**src/hdl/cra_defs.vh**
```
// Constants of the first custom reference profile register bank.
// Assumes an Avalon-MM byte address whose word index is address[9:2].
// Operation
// - Frequency units: low byte, six high bits.
// - Frequency units count in 8 kHz steps.
// - Single-cycle lower limit is own byte.
// - Single-cycle upper limit is separate byte.
// - Coarse lower limit: two bytes, low first.
// - Coarse upper limit: two bytes, low first.
// - Profile applies only where mode field equals one.
// - Window cycles equal programmed setting plus one.
`ifndef CRA_DEFS_VH
`define CRA_DEFS_VH

// Register indexes; the byte address is four times the index.
`define CRA_IDX_MODE_0          8'h65
`define CRA_IDX_MODE_1          8'h66
`define CRA_IDX_FREQ_LOW        8'h67
`define CRA_IDX_FREQ_HIGH       8'h68
`define CRA_IDX_CYCLE_LOWER     8'h69
`define CRA_IDX_CYCLE_UPPER     8'h6a
`define CRA_IDX_COARSE_LOWER_LO 8'h6b
`define CRA_IDX_COARSE_LOWER_HI 8'h6c
`define CRA_IDX_COARSE_UPPER_LO 8'h6d
`define CRA_IDX_COARSE_UPPER_HI 8'h6e
`define CRA_IDX_WINDOW_CYCLES   8'h6f
`define CRA_IDX_FAIL_STICKY     8'h80
`define CRA_IDX_FAIL_LIVE       8'h81

// Reset value shared by every writable byte.
`define CRA_RST_BYTE            8'h00

// Field layout.
`define CRA_FREQ_HIGH_BITS      6
`define CRA_MODE_1_BITS         2
`define CRA_NUM_REF             5
`define CRA_MODE_WIDTH          2
`define CRA_MODE_AUTO           2'h0
`define CRA_MODE_PROFILE_A      2'h1
`define CRA_MODE_PROFILE_B      2'h2

// One frequency unit in kHz.
`define CRA_FREQ_UNIT_KHZ       8
`define CRA_FREQ_UNIT_SHIFT     3

`endif

```
**src/hdl/cra_regs.v**
```verilog
// Register bank and limit check for the first custom reference profile.
// Assumes an Avalon-MM master on core_clk and monitor counts synchronous to core_clk.
`timescale 1ns/10ps
`include "cra_defs.vh"

module cra_regs (
	// Clock and reset.
	input  wire        core_clk,
	input  wire        resetn,
	// Avalon-MM slave.
	input  wire [9:0]  address,
	input  wire        read,
	input  wire        write,
	input  wire [3:0]  byteenable,
	input  wire [31:0] writedata,
	output reg  [31:0] readdata,
	output reg         waitrequest,
	// Measured counts, one lane per reference.
	input  wire [39:0] ref_cycle_count,
	input  wire [79:0] ref_coarse_count,
	input  wire [4:0]  ref_meas_valid,
	// Settings toward the monitor.
	output wire [13:0] profile_a_freq_units,
	output reg  [16:0] profile_a_expected_khz,
	output wire [7:0]  profile_a_cycle_lower_limit,
	output wire [7:0]  profile_a_cycle_upper_limit,
	output wire [15:0] profile_a_coarse_lower,
	output wire [15:0] profile_a_coarse_upper,
	output reg  [8:0]  profile_a_window_cycles,
	output reg  [4:0]  profile_a_ref_select,
	output reg  [4:0]  profile_a_ref_fail
);

	// Stored bytes.
	reg  [7:0]  mode_0_ff;
	reg  [1:0]  mode_1_ff;
	reg  [7:0]  freq_low_ff;
	reg  [5:0]  freq_high_ff;
	reg  [7:0]  cycle_lower_ff;
	reg  [7:0]  cycle_upper_ff;
	reg  [7:0]  coarse_lower_lo_ff;
	reg  [7:0]  coarse_lower_hi_ff;
	reg  [7:0]  coarse_upper_lo_ff;
	reg  [7:0]  coarse_upper_hi_ff;
	reg  [7:0]  window_cycles_ff;
	reg  [4:0]  fail_sticky_ff;

	// Bus and decode.
	wire        req;
	wire        accept;
	wire        wr_en;
	wire [7:0]  idx;
	wire [7:0]  wbyte;
	wire [9:0]  mode_all;
	wire [4:0]  fail_event;
	reg  [31:0] nxt_readdata;
	reg  [4:0]  nxt_fail_sticky;

	assign req    = read | write;
	assign accept = req & ~waitrequest;
	assign idx    = address[9:2];
	assign wbyte  = writedata[7:0];
	assign wr_en  = write & accept & byteenable[0] & (address[1:0] == 2'h0);

	assign mode_all = {mode_1_ff, mode_0_ff};

	assign profile_a_freq_units        = {freq_high_ff, freq_low_ff};
	assign profile_a_cycle_lower_limit = cycle_lower_ff;
	assign profile_a_cycle_upper_limit = cycle_upper_ff;
	assign profile_a_coarse_lower      = {coarse_lower_hi_ff, coarse_lower_lo_ff};
	assign profile_a_coarse_upper      = {coarse_upper_hi_ff, coarse_upper_lo_ff};

	// One wait state, then the answer stands for the accepting edge.
	always @(posedge core_clk or negedge resetn) begin
		if (!resetn) begin
			waitrequest <= 1'b1;
			readdata    <= 32'h0000_0000;
		end else begin
			waitrequest <= ~(req & waitrequest);
			if (req & waitrequest) begin
				readdata <= nxt_readdata;
			end
		end
	end

	// Register writes; reserved high bits are never stored.
	always @(posedge core_clk or negedge resetn) begin
		if (!resetn) begin
			mode_0_ff          <= `CRA_RST_BYTE;
			mode_1_ff          <= 2'h0;
			freq_low_ff        <= `CRA_RST_BYTE;
			freq_high_ff       <= 6'h00;
			cycle_lower_ff     <= `CRA_RST_BYTE;
			cycle_upper_ff     <= `CRA_RST_BYTE;
			coarse_lower_lo_ff <= `CRA_RST_BYTE;
			coarse_lower_hi_ff <= `CRA_RST_BYTE;
			coarse_upper_lo_ff <= `CRA_RST_BYTE;
			coarse_upper_hi_ff <= `CRA_RST_BYTE;
			window_cycles_ff   <= `CRA_RST_BYTE;
		end else if (wr_en) begin
			case (idx)
				`CRA_IDX_MODE_0:          mode_0_ff <= wbyte;
				`CRA_IDX_MODE_1:          mode_1_ff <= wbyte[1:0];
				`CRA_IDX_FREQ_LOW:        freq_low_ff <= wbyte;
				`CRA_IDX_FREQ_HIGH:       freq_high_ff <= wbyte[5:0];
				`CRA_IDX_CYCLE_LOWER:     cycle_lower_ff <= wbyte;
				`CRA_IDX_CYCLE_UPPER:     cycle_upper_ff <= wbyte;
				`CRA_IDX_COARSE_LOWER_LO: coarse_lower_lo_ff <= wbyte;
				`CRA_IDX_COARSE_LOWER_HI: coarse_lower_hi_ff <= wbyte;
				`CRA_IDX_COARSE_UPPER_LO: coarse_upper_lo_ff <= wbyte;
				`CRA_IDX_COARSE_UPPER_HI: coarse_upper_hi_ff <= wbyte;
				`CRA_IDX_WINDOW_CYCLES:   window_cycles_ff <= wbyte;
				default: begin
				end
			endcase
		end
	end

	// Read multiplexer; unmapped and misaligned addresses read zero.
	always @* begin
		nxt_readdata = 32'h0000_0000;
		if (address[1:0] == 2'h0) begin
			case (idx)
				`CRA_IDX_MODE_0:          nxt_readdata[7:0] = mode_0_ff;
				`CRA_IDX_MODE_1:          nxt_readdata[1:0] = mode_1_ff;
				`CRA_IDX_FREQ_LOW:        nxt_readdata[7:0] = freq_low_ff;
				`CRA_IDX_FREQ_HIGH:       nxt_readdata[5:0] = freq_high_ff;
				`CRA_IDX_CYCLE_LOWER:     nxt_readdata[7:0] = cycle_lower_ff;
				`CRA_IDX_CYCLE_UPPER:     nxt_readdata[7:0] = cycle_upper_ff;
				`CRA_IDX_COARSE_LOWER_LO: nxt_readdata[7:0] = coarse_lower_lo_ff;
				`CRA_IDX_COARSE_LOWER_HI: nxt_readdata[7:0] = coarse_lower_hi_ff;
				`CRA_IDX_COARSE_UPPER_LO: nxt_readdata[7:0] = coarse_upper_lo_ff;
				`CRA_IDX_COARSE_UPPER_HI: nxt_readdata[7:0] = coarse_upper_hi_ff;
				`CRA_IDX_WINDOW_CYCLES:   nxt_readdata[7:0] = window_cycles_ff;
				`CRA_IDX_FAIL_STICKY:     nxt_readdata[4:0] = fail_sticky_ff;
				`CRA_IDX_FAIL_LIVE:       nxt_readdata[4:0] = profile_a_ref_fail;
				default:                  nxt_readdata = 32'h0000_0000;
			endcase
		end
	end

	// Derived settings.
	always @(posedge core_clk or negedge resetn) begin
		if (!resetn) begin
			profile_a_expected_khz  <= 17'h00000;
			profile_a_window_cycles <= 9'h001;
		end else begin
			profile_a_expected_khz  <= {profile_a_freq_units, 3'h0};
			profile_a_window_cycles <= {1'b0, window_cycles_ff} + 9'h001;
		end
	end

	// Per-reference profile selection and limit check.
	genvar g;
	generate
		for (g = 0; g < `CRA_NUM_REF; g = g + 1) begin : g_ref
			wire       sel;
			wire [7:0] cyc;
			wire [15:0] crs;
			wire       bad;

			assign sel = (mode_all[2*g+1:2*g] == `CRA_MODE_PROFILE_A);
			assign cyc = ref_cycle_count[8*g+7:8*g];
			assign crs = ref_coarse_count[16*g+15:16*g];
			assign bad = (cyc < cycle_lower_ff) | (cyc > cycle_upper_ff) |
				(crs < profile_a_coarse_lower) | (crs > profile_a_coarse_upper);
			assign fail_event[g] = sel & ref_meas_valid[g] & bad;

			always @(posedge core_clk or negedge resetn) begin
				if (!resetn) begin
					profile_a_ref_select[g] <= 1'b0;
					profile_a_ref_fail[g]   <= 1'b0;
				end else begin
					profile_a_ref_select[g] <= sel;
					if (!sel) begin
						profile_a_ref_fail[g] <= 1'b0;
					end else if (ref_meas_valid[g]) begin
						profile_a_ref_fail[g] <= bad;
					end
				end
			end
		end
	endgenerate

	// Sticky fail flags: write one to clear, a new failure wins.
	always @* begin
		nxt_fail_sticky = fail_sticky_ff;
		if (wr_en && (idx == `CRA_IDX_FAIL_STICKY)) begin
			nxt_fail_sticky = fail_sticky_ff & ~wbyte[4:0];
		end
		nxt_fail_sticky = nxt_fail_sticky | fail_event;
	end

	always @(posedge core_clk or negedge resetn) begin
		if (!resetn) begin
			fail_sticky_ff <= 5'h00;
		end else begin
			fail_sticky_ff <= nxt_fail_sticky;
		end
	end

endmodule // cra_regs

```
**config.mk**
```make
export PLATFORM = sky130hd
export DESIGN_NAME = cra_regs
export DESIGN_NICKNAME = d
export VERILOG_FILES = /design/src/hdl/cra_regs.v
export VERILOG_INCLUDE_DIRS = /design/src /design/src/hdl
export SDC_FILE = /design/constraint.sdc
export NUM_CORES = 1
export LEC_CHECK = 0
export ABC_AREA = 1
export ABC_CLOCK_PERIOD_IN_PS = 3570
export BUFFER_PORTS_ARGS = -buffer_cell sky130_fd_sc_hd__buf_2
export CORE_ASPECT_RATIO = 1.4
export CORE_MARGIN = 2
export CORE_UTILIZATION = 50
export DETAILED_ROUTE_END_ITERATION = 8
export GPL_ROUTABILITY_DRIVEN = 0
export PLACE_DENSITY = 0.87
export SLEW_MARGIN = 15
export SYNTH_ARGS = -nofsm -noshare
export SYNTH_HDL_FRONTEND = slang
export SYNTH_SLANG_ARGS = --single-unit
export TNS_END_PERCENT = 5
```
**constraint.sdc**
```tcl
create_clock -name core_clk -period 3.57 [get_ports core_clk]
set_input_delay 0.1785 -clock core_clk [delete_from_list [all_inputs] [get_ports core_clk]]
set_output_delay 0.1785 -clock core_clk [all_outputs]
set_load 0.01 [all_outputs]
```
Yosys cells after proc, flatten, opt, wreduce, memory -nomap -nowiden
Cells that the tools add are included.
{"block": "totals", "rom_bits": 0, "latchBits": 0, "word_cells": 135, "reg_bits": 151, "in_bits": 175, "ramBits": 0, "out_inout_bits": 131, "n_memories": 0}
{"block": "classes", "add_sub_neg": 1, "n_eq_ne": 23, "muxes": 16, "mul": 0, "n_reduce_logical": 13, "div": 0, "order_cmp": 20, "shifts": 0, "bitwise": 36}
{"cell": "8-bit by 7-bit == test with 1-bit output, second input constant", "count": 11}
{"cell": "16-bit > comparator", "count": 5}
{"cell": "16-bit < comparator", "count": 5}
{"cell": "8-bit > comparator", "count": 5}
{"cell": "8-bit < comparator", "count": 5}
{"cell": "3-bit one-hot mux with 12 select lines", "count": 1}
{"cell": "2-bit one-hot mux with 13 select lines", "count": 1}
{"cell": "2-bit AND reduction", "count": 11}
{"cell": "2-bit one-hot mux with 9 select lines", "count": 1}
{"cell": "8-bit == test, second input constant", "count": 2}
{"cell": "1-bit bitwise OR", "count": 16}
{"cell": "1-bit bitwise AND", "count": 15}
{"cell": "2-bit by 1-bit == test with 1-bit output, second input constant", "count": 5}
{"cell": "1-bit 2-to-1 mux", "count": 10}
{"cell": "2-bit != test, second input constant", "count": 5}
{"cell": "1-bit one-hot mux with 10 select lines", "count": 1}
{"cell": "8-bit by 1-bit adder with 9-bit output, second input constant", "count": 1}
{"cell": "8-bit 2-to-1 mux", "count": 1}
{"cell": "5-bit bitwise AND", "count": 1}
{"cell": "5-bit 2-to-1 mux", "count": 1}
{"cell": "5-bit inverter", "count": 1}
{"cell": "5-bit bitwise OR", "count": 1}
{"cell": "2-bit zero test", "count": 1}
{"cell": "1-bit inverter", "count": 2}
{"cell": "1-bit logical AND", "count": 1}

Logic depth before layout (Yosys ltp)
{"block": "depth", "ltp_word": 8, "ltp_mapped": 15, "mapped_depth_nobuf": 15}

Worst setup path after synthesis
No wires, ideal clock.
{"block": "synth_path", "kind": "reg2reg", "startpoint": "register coarse_upper_hi_ff[7]", "endpoint": "register fail_sticky_ff[0]", "required_time_ps": 3449, "stages_incl_launch_ff": 10, "slack_ps": 2024, "arrival_ps": 1426, "synth_period_minus_slack_ps": 1546, "path_buffers": 0, "path_cell_list": "dfrtp_1 inv_1 ha_1 nand2_1 nor3_1 nand3_1 nand2_1 nand3_1 nand2_1 nand2_1"}
{"block": "synth_between", "elab_chain_len": 4}
{"element": "start: declaration", "line_no": "cra_regs.v:44", "source": "reg [7:0] coarse_upper_hi_ff;"}
{"element": "start signal: assignment", "line_no": "cra_regs.v:98", "source": "coarse_upper_hi_ff <= `CRA_RST_BYTE;"}
{"element": "start signal: assignment", "line_no": "cra_regs.v:111", "source": "`CRA_IDX_COARSE_UPPER_HI: coarse_upper_hi_ff <= wbyte;"}
{"element": "16-bit > comparator", "line_no": "cra_regs.v:166", "source": "(crs < profile_a_coarse_lower) | (crs > profile_a_coarse_upper);"}
{"element": "1-bit bitwise OR", "line_no": "cra_regs.v:166"}
{"element": "1-bit bitwise AND", "line_no": "cra_regs.v:167", "source": "assign fail_event[g] = sel & ref_meas_valid[g] & bad;"}
{"element": "5-bit bitwise OR", "line_no": "cra_regs.v:191", "source": "nxt_fail_sticky = nxt_fail_sticky | fail_event;"}
{"element": "net nxt_fail_sticky[0]", "line_no": "cra_regs.v:57", "source": "reg [4:0] nxt_fail_sticky;"}
{"element": "end signal: assignment", "line_no": "cra_regs.v:198", "source": "fail_sticky_ff <= nxt_fail_sticky;"}
{"element": "end: declaration", "line_no": "cra_regs.v:46", "source": "reg [4:0] fail_sticky_ff;"}
The timed path passes the listed nets, and every way through them passes these cells.
A chain may end at the register's enable or synchronous reset.

Worst setup path in the final report
{"block": "layout_path", "startpoint": "register cycle_upper_ff[7], in the netlist profile_a_cycle_upper_limit[7]", "endpoint": "register profile_a_ref_fail[3]"}
{"block": "layout_between", "elab_chain_len": 6}
{"element": "start: declaration", "line_no": "cra_regs.v:40", "source": "reg [7:0] cycle_upper_ff;"}
{"element": "start signal: assignment", "line_no": "cra_regs.v:94", "source": "cycle_upper_ff <= `CRA_RST_BYTE;"}
{"element": "start signal: assignment", "line_no": "cra_regs.v:107", "source": "`CRA_IDX_CYCLE_UPPER: cycle_upper_ff <= wbyte;"}
{"element": "8-bit > comparator", "line_no": "cra_regs.v:165", "source": "assign bad = (cyc < cycle_lower_ff) | (cyc > cycle_upper_ff) |"}
{"element": "1-bit bitwise OR (2 in a row)", "line_no": "cra_regs.v:165"}
{"element": "1-bit bitwise OR", "line_no": "cra_regs.v:166"}
{"element": "1-bit 2-to-1 mux", "line_no": "cra_regs.v:177", "source": "end else if (ref_meas_valid[g]) begin"}
{"element": "1-bit 2-to-1 mux", "line_no": "cra_regs.v:175", "source": "if (!sel) begin"}
{"element": "end signal: indexed assignment", "line_no": "cra_regs.v:172", "source": "profile_a_ref_fail[g] <= 1'b0;"}
{"element": "end signal: indexed assignment", "line_no": "cra_regs.v:176", "source": "profile_a_ref_fail[g] <= 1'b0;"}
{"element": "end signal: indexed assignment", "line_no": "cra_regs.v:178", "source": "profile_a_ref_fail[g] <= bad;"}
{"element": "end: declaration", "line_no": "cra_regs.v:31", "source": "output reg [4:0] profile_a_ref_fail"}
Every way passes these cells. The select of a mux whose other input is x is not followed.

==> metrics.yaml <==
path_clk_slew_ns: 0.05
dp_cells: 2027
syn_area_sq_mm: 0.0112
worst_path_most_repeated_cell: "nand2_1"
first_iter_violations: 1017
max_stage_delay_ns: 0.43
ant_nets: 0
place_ws_ns: 1.46
cts_tree: "yes"
setup_tns_ns: 0
clockBufferDepth: 2
p_leak_uw: 0.00730
vias: 11200
root_buffer: "clkbuf_16"
port_buffers: 251
postSynthCellCount: 1496
min_to: "profile_a_ref_fail[4]"
netlist_top_cells_area: "dfrtp_1, ha_1, nand2_1, inv_1, a21oi_1"
hp-class: "input port to flop"
start_kind: "flop"
yosysTopAreaCell: "dfrtp_1"
setup_slack_ns: 1.45
wl_met1_microns: 12500
core_region_area_sq_mm: 0.0219
setup_viol: 0
clk_latency_ns: 0.42
synth_cell_types: 31
htreeDepth: 4
hold_viol: 0
cp_max_fo: 5
rows: 64
crit_arrival_ns: 2.41
r2r_cells: 11
initial_core_util_pct: 51.2
timing.slew.headroom_pct: 35.9
cts_resized: 0
tightest_slew_ns: 0.959
synth.top_cell.area_share_pct: 27.9
finClkSkew_ns: 0.00760
grt_pass1_wl_microns: 53700
slew_viol_final: 0
fin_crit_sh_pct: 59.3
ios: 306
regArea_sq_mm: 0.00318
nets: 2156
worstHoldStart: "ref_meas_valid[4]"
antenna_found_initial: 7
grt-ovfl-total: 0
via_per_inst: 5.40
grt_max_degree: 128
critical_path_class: "flop to flop"
max-cap-violations: 0
clock_sinks: 127
yosysSeqAreaShare_pct: 28.3
rr_startpoint: "profile_a_cycle_upper_limit[7]"
cpMaxStageDelayCell: "dfrtp_1"
layout-drive-gt1-share_pct: 18.3
die-area_sq_mm: 0.0237
whs_ns: 0.0381
cts_setup_buffers: 0
finalPower_uw: 3780
wl_met3_microns: 2890
vdd_drop_max_mv: 0.334
avgSynthCellArea_sq_um: 7.51
multi_input_area_sq_mm: 0.00719
holdPathStages: 4
end_kind: "flop"
routed_wirelength_microns: 34500
worst_ep_required_time_ns: 3.87
syn2layout_area_growth_pct: 18.0
crit_path_cell_trace: "inv_1 -> ha_1 -> a21oi_1 -> o21a_1 -> nand2_1 -> nand2_1 -> nand2_1 -> inv_1 -> nand3_1 -> nand2_1 -> nand2_1"
n_fill_cell: 1942
fin_cells: 2067
rrSetupSlack_ns: 1.45
synth-seq-cells: 127
drc: 0
outcome: "completed"
max_freq_mhz: 472
gr-usage-all-layers_pct: 29.3
hold_buffers: 1
numCtsBuffers: 17
die_x_microns: 131
wl_per_cell_microns: 16.7
power.density_mw_per_mm2: 285
dp_hpwl_microns: 27700
grt_pass1_vias: 10900
r2r-end: "profile_a_ref_fail[3]"
wl_met2_microns: 16800
die_y_microns: 181
post-route-min-period_ns: 2.12
dr.pass1.iters: 7
ys_warn_count: 0
rsz0062_at_grt: "false"
routed.top_layer: "met4"
-- worst max path at each step --
stage / from / end / depth (start not counted)
after floorplan: coarse_upper_hi_ff[7] / fail_sticky_ff[0] / 9
after global placement: address[6] / readdata[5] / 10
after detailed placement: address[6] / readdata[2] / 10
after CTS: profile_a_cycle_upper_limit[7] / profile_a_ref_fail[3] / 11
after global routing: coarse_upper_hi_ff[1] / profile_a_ref_fail[2] / 9
final: profile_a_cycle_upper_limit[7] / profile_a_ref_fail[3] / 11
-- cells in the mapped netlist, drive strengths merged --
master  count
xnor2       2
nand4      19
nor2       97
buf        40
o21a       12
conb        1
a21o        6
o21ai     108
a31oi       2
nand3      72
dfrtp     125
dfstp       2
nand2     487
clkbuf      6
and3        1
xor2        4
nor3       23
ha        231
inv       160
a21oi      98
-- flip-flops by register name, summed over array words and instances (netlist names), 5 cells and up --
name and count:
profile_a_cycle_lower_limit 8, coarse_upper_lo_ff 8, freq_high_ff 6, readdata 8, coarse_lower_hi_ff 8, profile_a_cycle_upper_limit 8, freq_low_ff 8, coarse_upper_hi_ff 8
profile_a_ref_select 5, window_cycles_ff 8, profile_a_window_cycles 9, mode_0_ff 8, fail_sticky_ff 5, profile_a_expected_khz 14, coarse_lower_lo_ff 8, profile_a_ref_fail 5
-- critical path: cells and delay by family, from the launching register on --
kind / cells / cell delay [ns]
and+or+nand+nor: 6 / 0.64
AOI/OAI and AO/OA: 2 / 0.29
DFF: 1 / 0.43
adders and majority gates: 1 / 0.29
buffers and inverters: 2 / 0.34
-- per-stage QoR --
step,util [%],instance area (sq um)
floorplan,-,11300
global placement,57.6,12600
detailed placement,57.6,12600
CTS,60.3,13200
global route,60.4,13200
finish,60.4,13300
-- where the power goes --
| group | internal (uW) | total, uW | switching (uW) |
|---|---|---|---|
| combinational | 240 | 610 | 371 |
| sequential | 1450 | 1460 | 9.18 |
| clock | 1090 | 1710 | 621 |
| total | 2780 | 3780 | 1000 |
-- cells in the final DEF (no fill, tap or decap), types with 3 or more instances in the layout --
cell type / synthesis / layout
inv_1: 155 / 155
clkbuf_16: 0 / 17
a21oi_1: 98 / 98
ha_1: 231 / 231
nor3_1: 21 / 21
o21a_1: 12 / 12
o21ai_2: 8 / 8
xor2_1: 4 / 4
conb_1: 1 / 27
buf_2: 2 / 250
nand2_4: 6 / 6
nand2_1: 472 / 472
nand4_1: 19 / 19
dfrtp_1: 125 / 125
bufinv_16: 0 / 3
a21o_1: 6 / 6
buf_4: 29 / 3
nand2_2: 9 / 9
clkinvlp_4: 0 / 3
nor2_4: 6 / 6
inv_2: 5 / 5
o21ai_1: 15 / 15
clkbuf_1: 6 / 4
nor2_1: 88 / 88
diode_2: 0 / 8
nor2_2: 3 / 3
o21ai_0: 85 / 85
nand3_1: 71 / 71
-- metal layers --
metal  vias up  GRT usage, %
met3       154          6.28
met1      5012          33.0
li1       5428             -
met5         -             0
met4         0          17.4
met2       576          50.1
-- logic make-up (layout without fill, tap and decap cells) --
| family | count (synthesis) | count (layout) | synth area share (%) |
|---|---|---|---|
| compound gates | 226 | 226 | 10.8 |
| xor+xnor | 6 | 6 | 0.468 |
| fa+ha+maj | 231 | 231 | 25.7 |
| buf+inv | 206 | 446 | 8.48 |
| flops | 127 | 127 | 28.3 |
| other cells | 1 | 35 | 0.0334 |
| simple gates | 699 | 699 | 26.2 |
-- cell type report --
cell class,instances,share of cell area (%)
inverters,160,4.53
flip-flops and latches,127,24.0
well taps,297,2.80
clock inverters,10,1.06
repair buffers,255,9.84
diodes,8,0.151
clock buffers,21,3.32
multi-input cells,1189,54.3
Note: power is estimated with default switching activity, not from simulation.
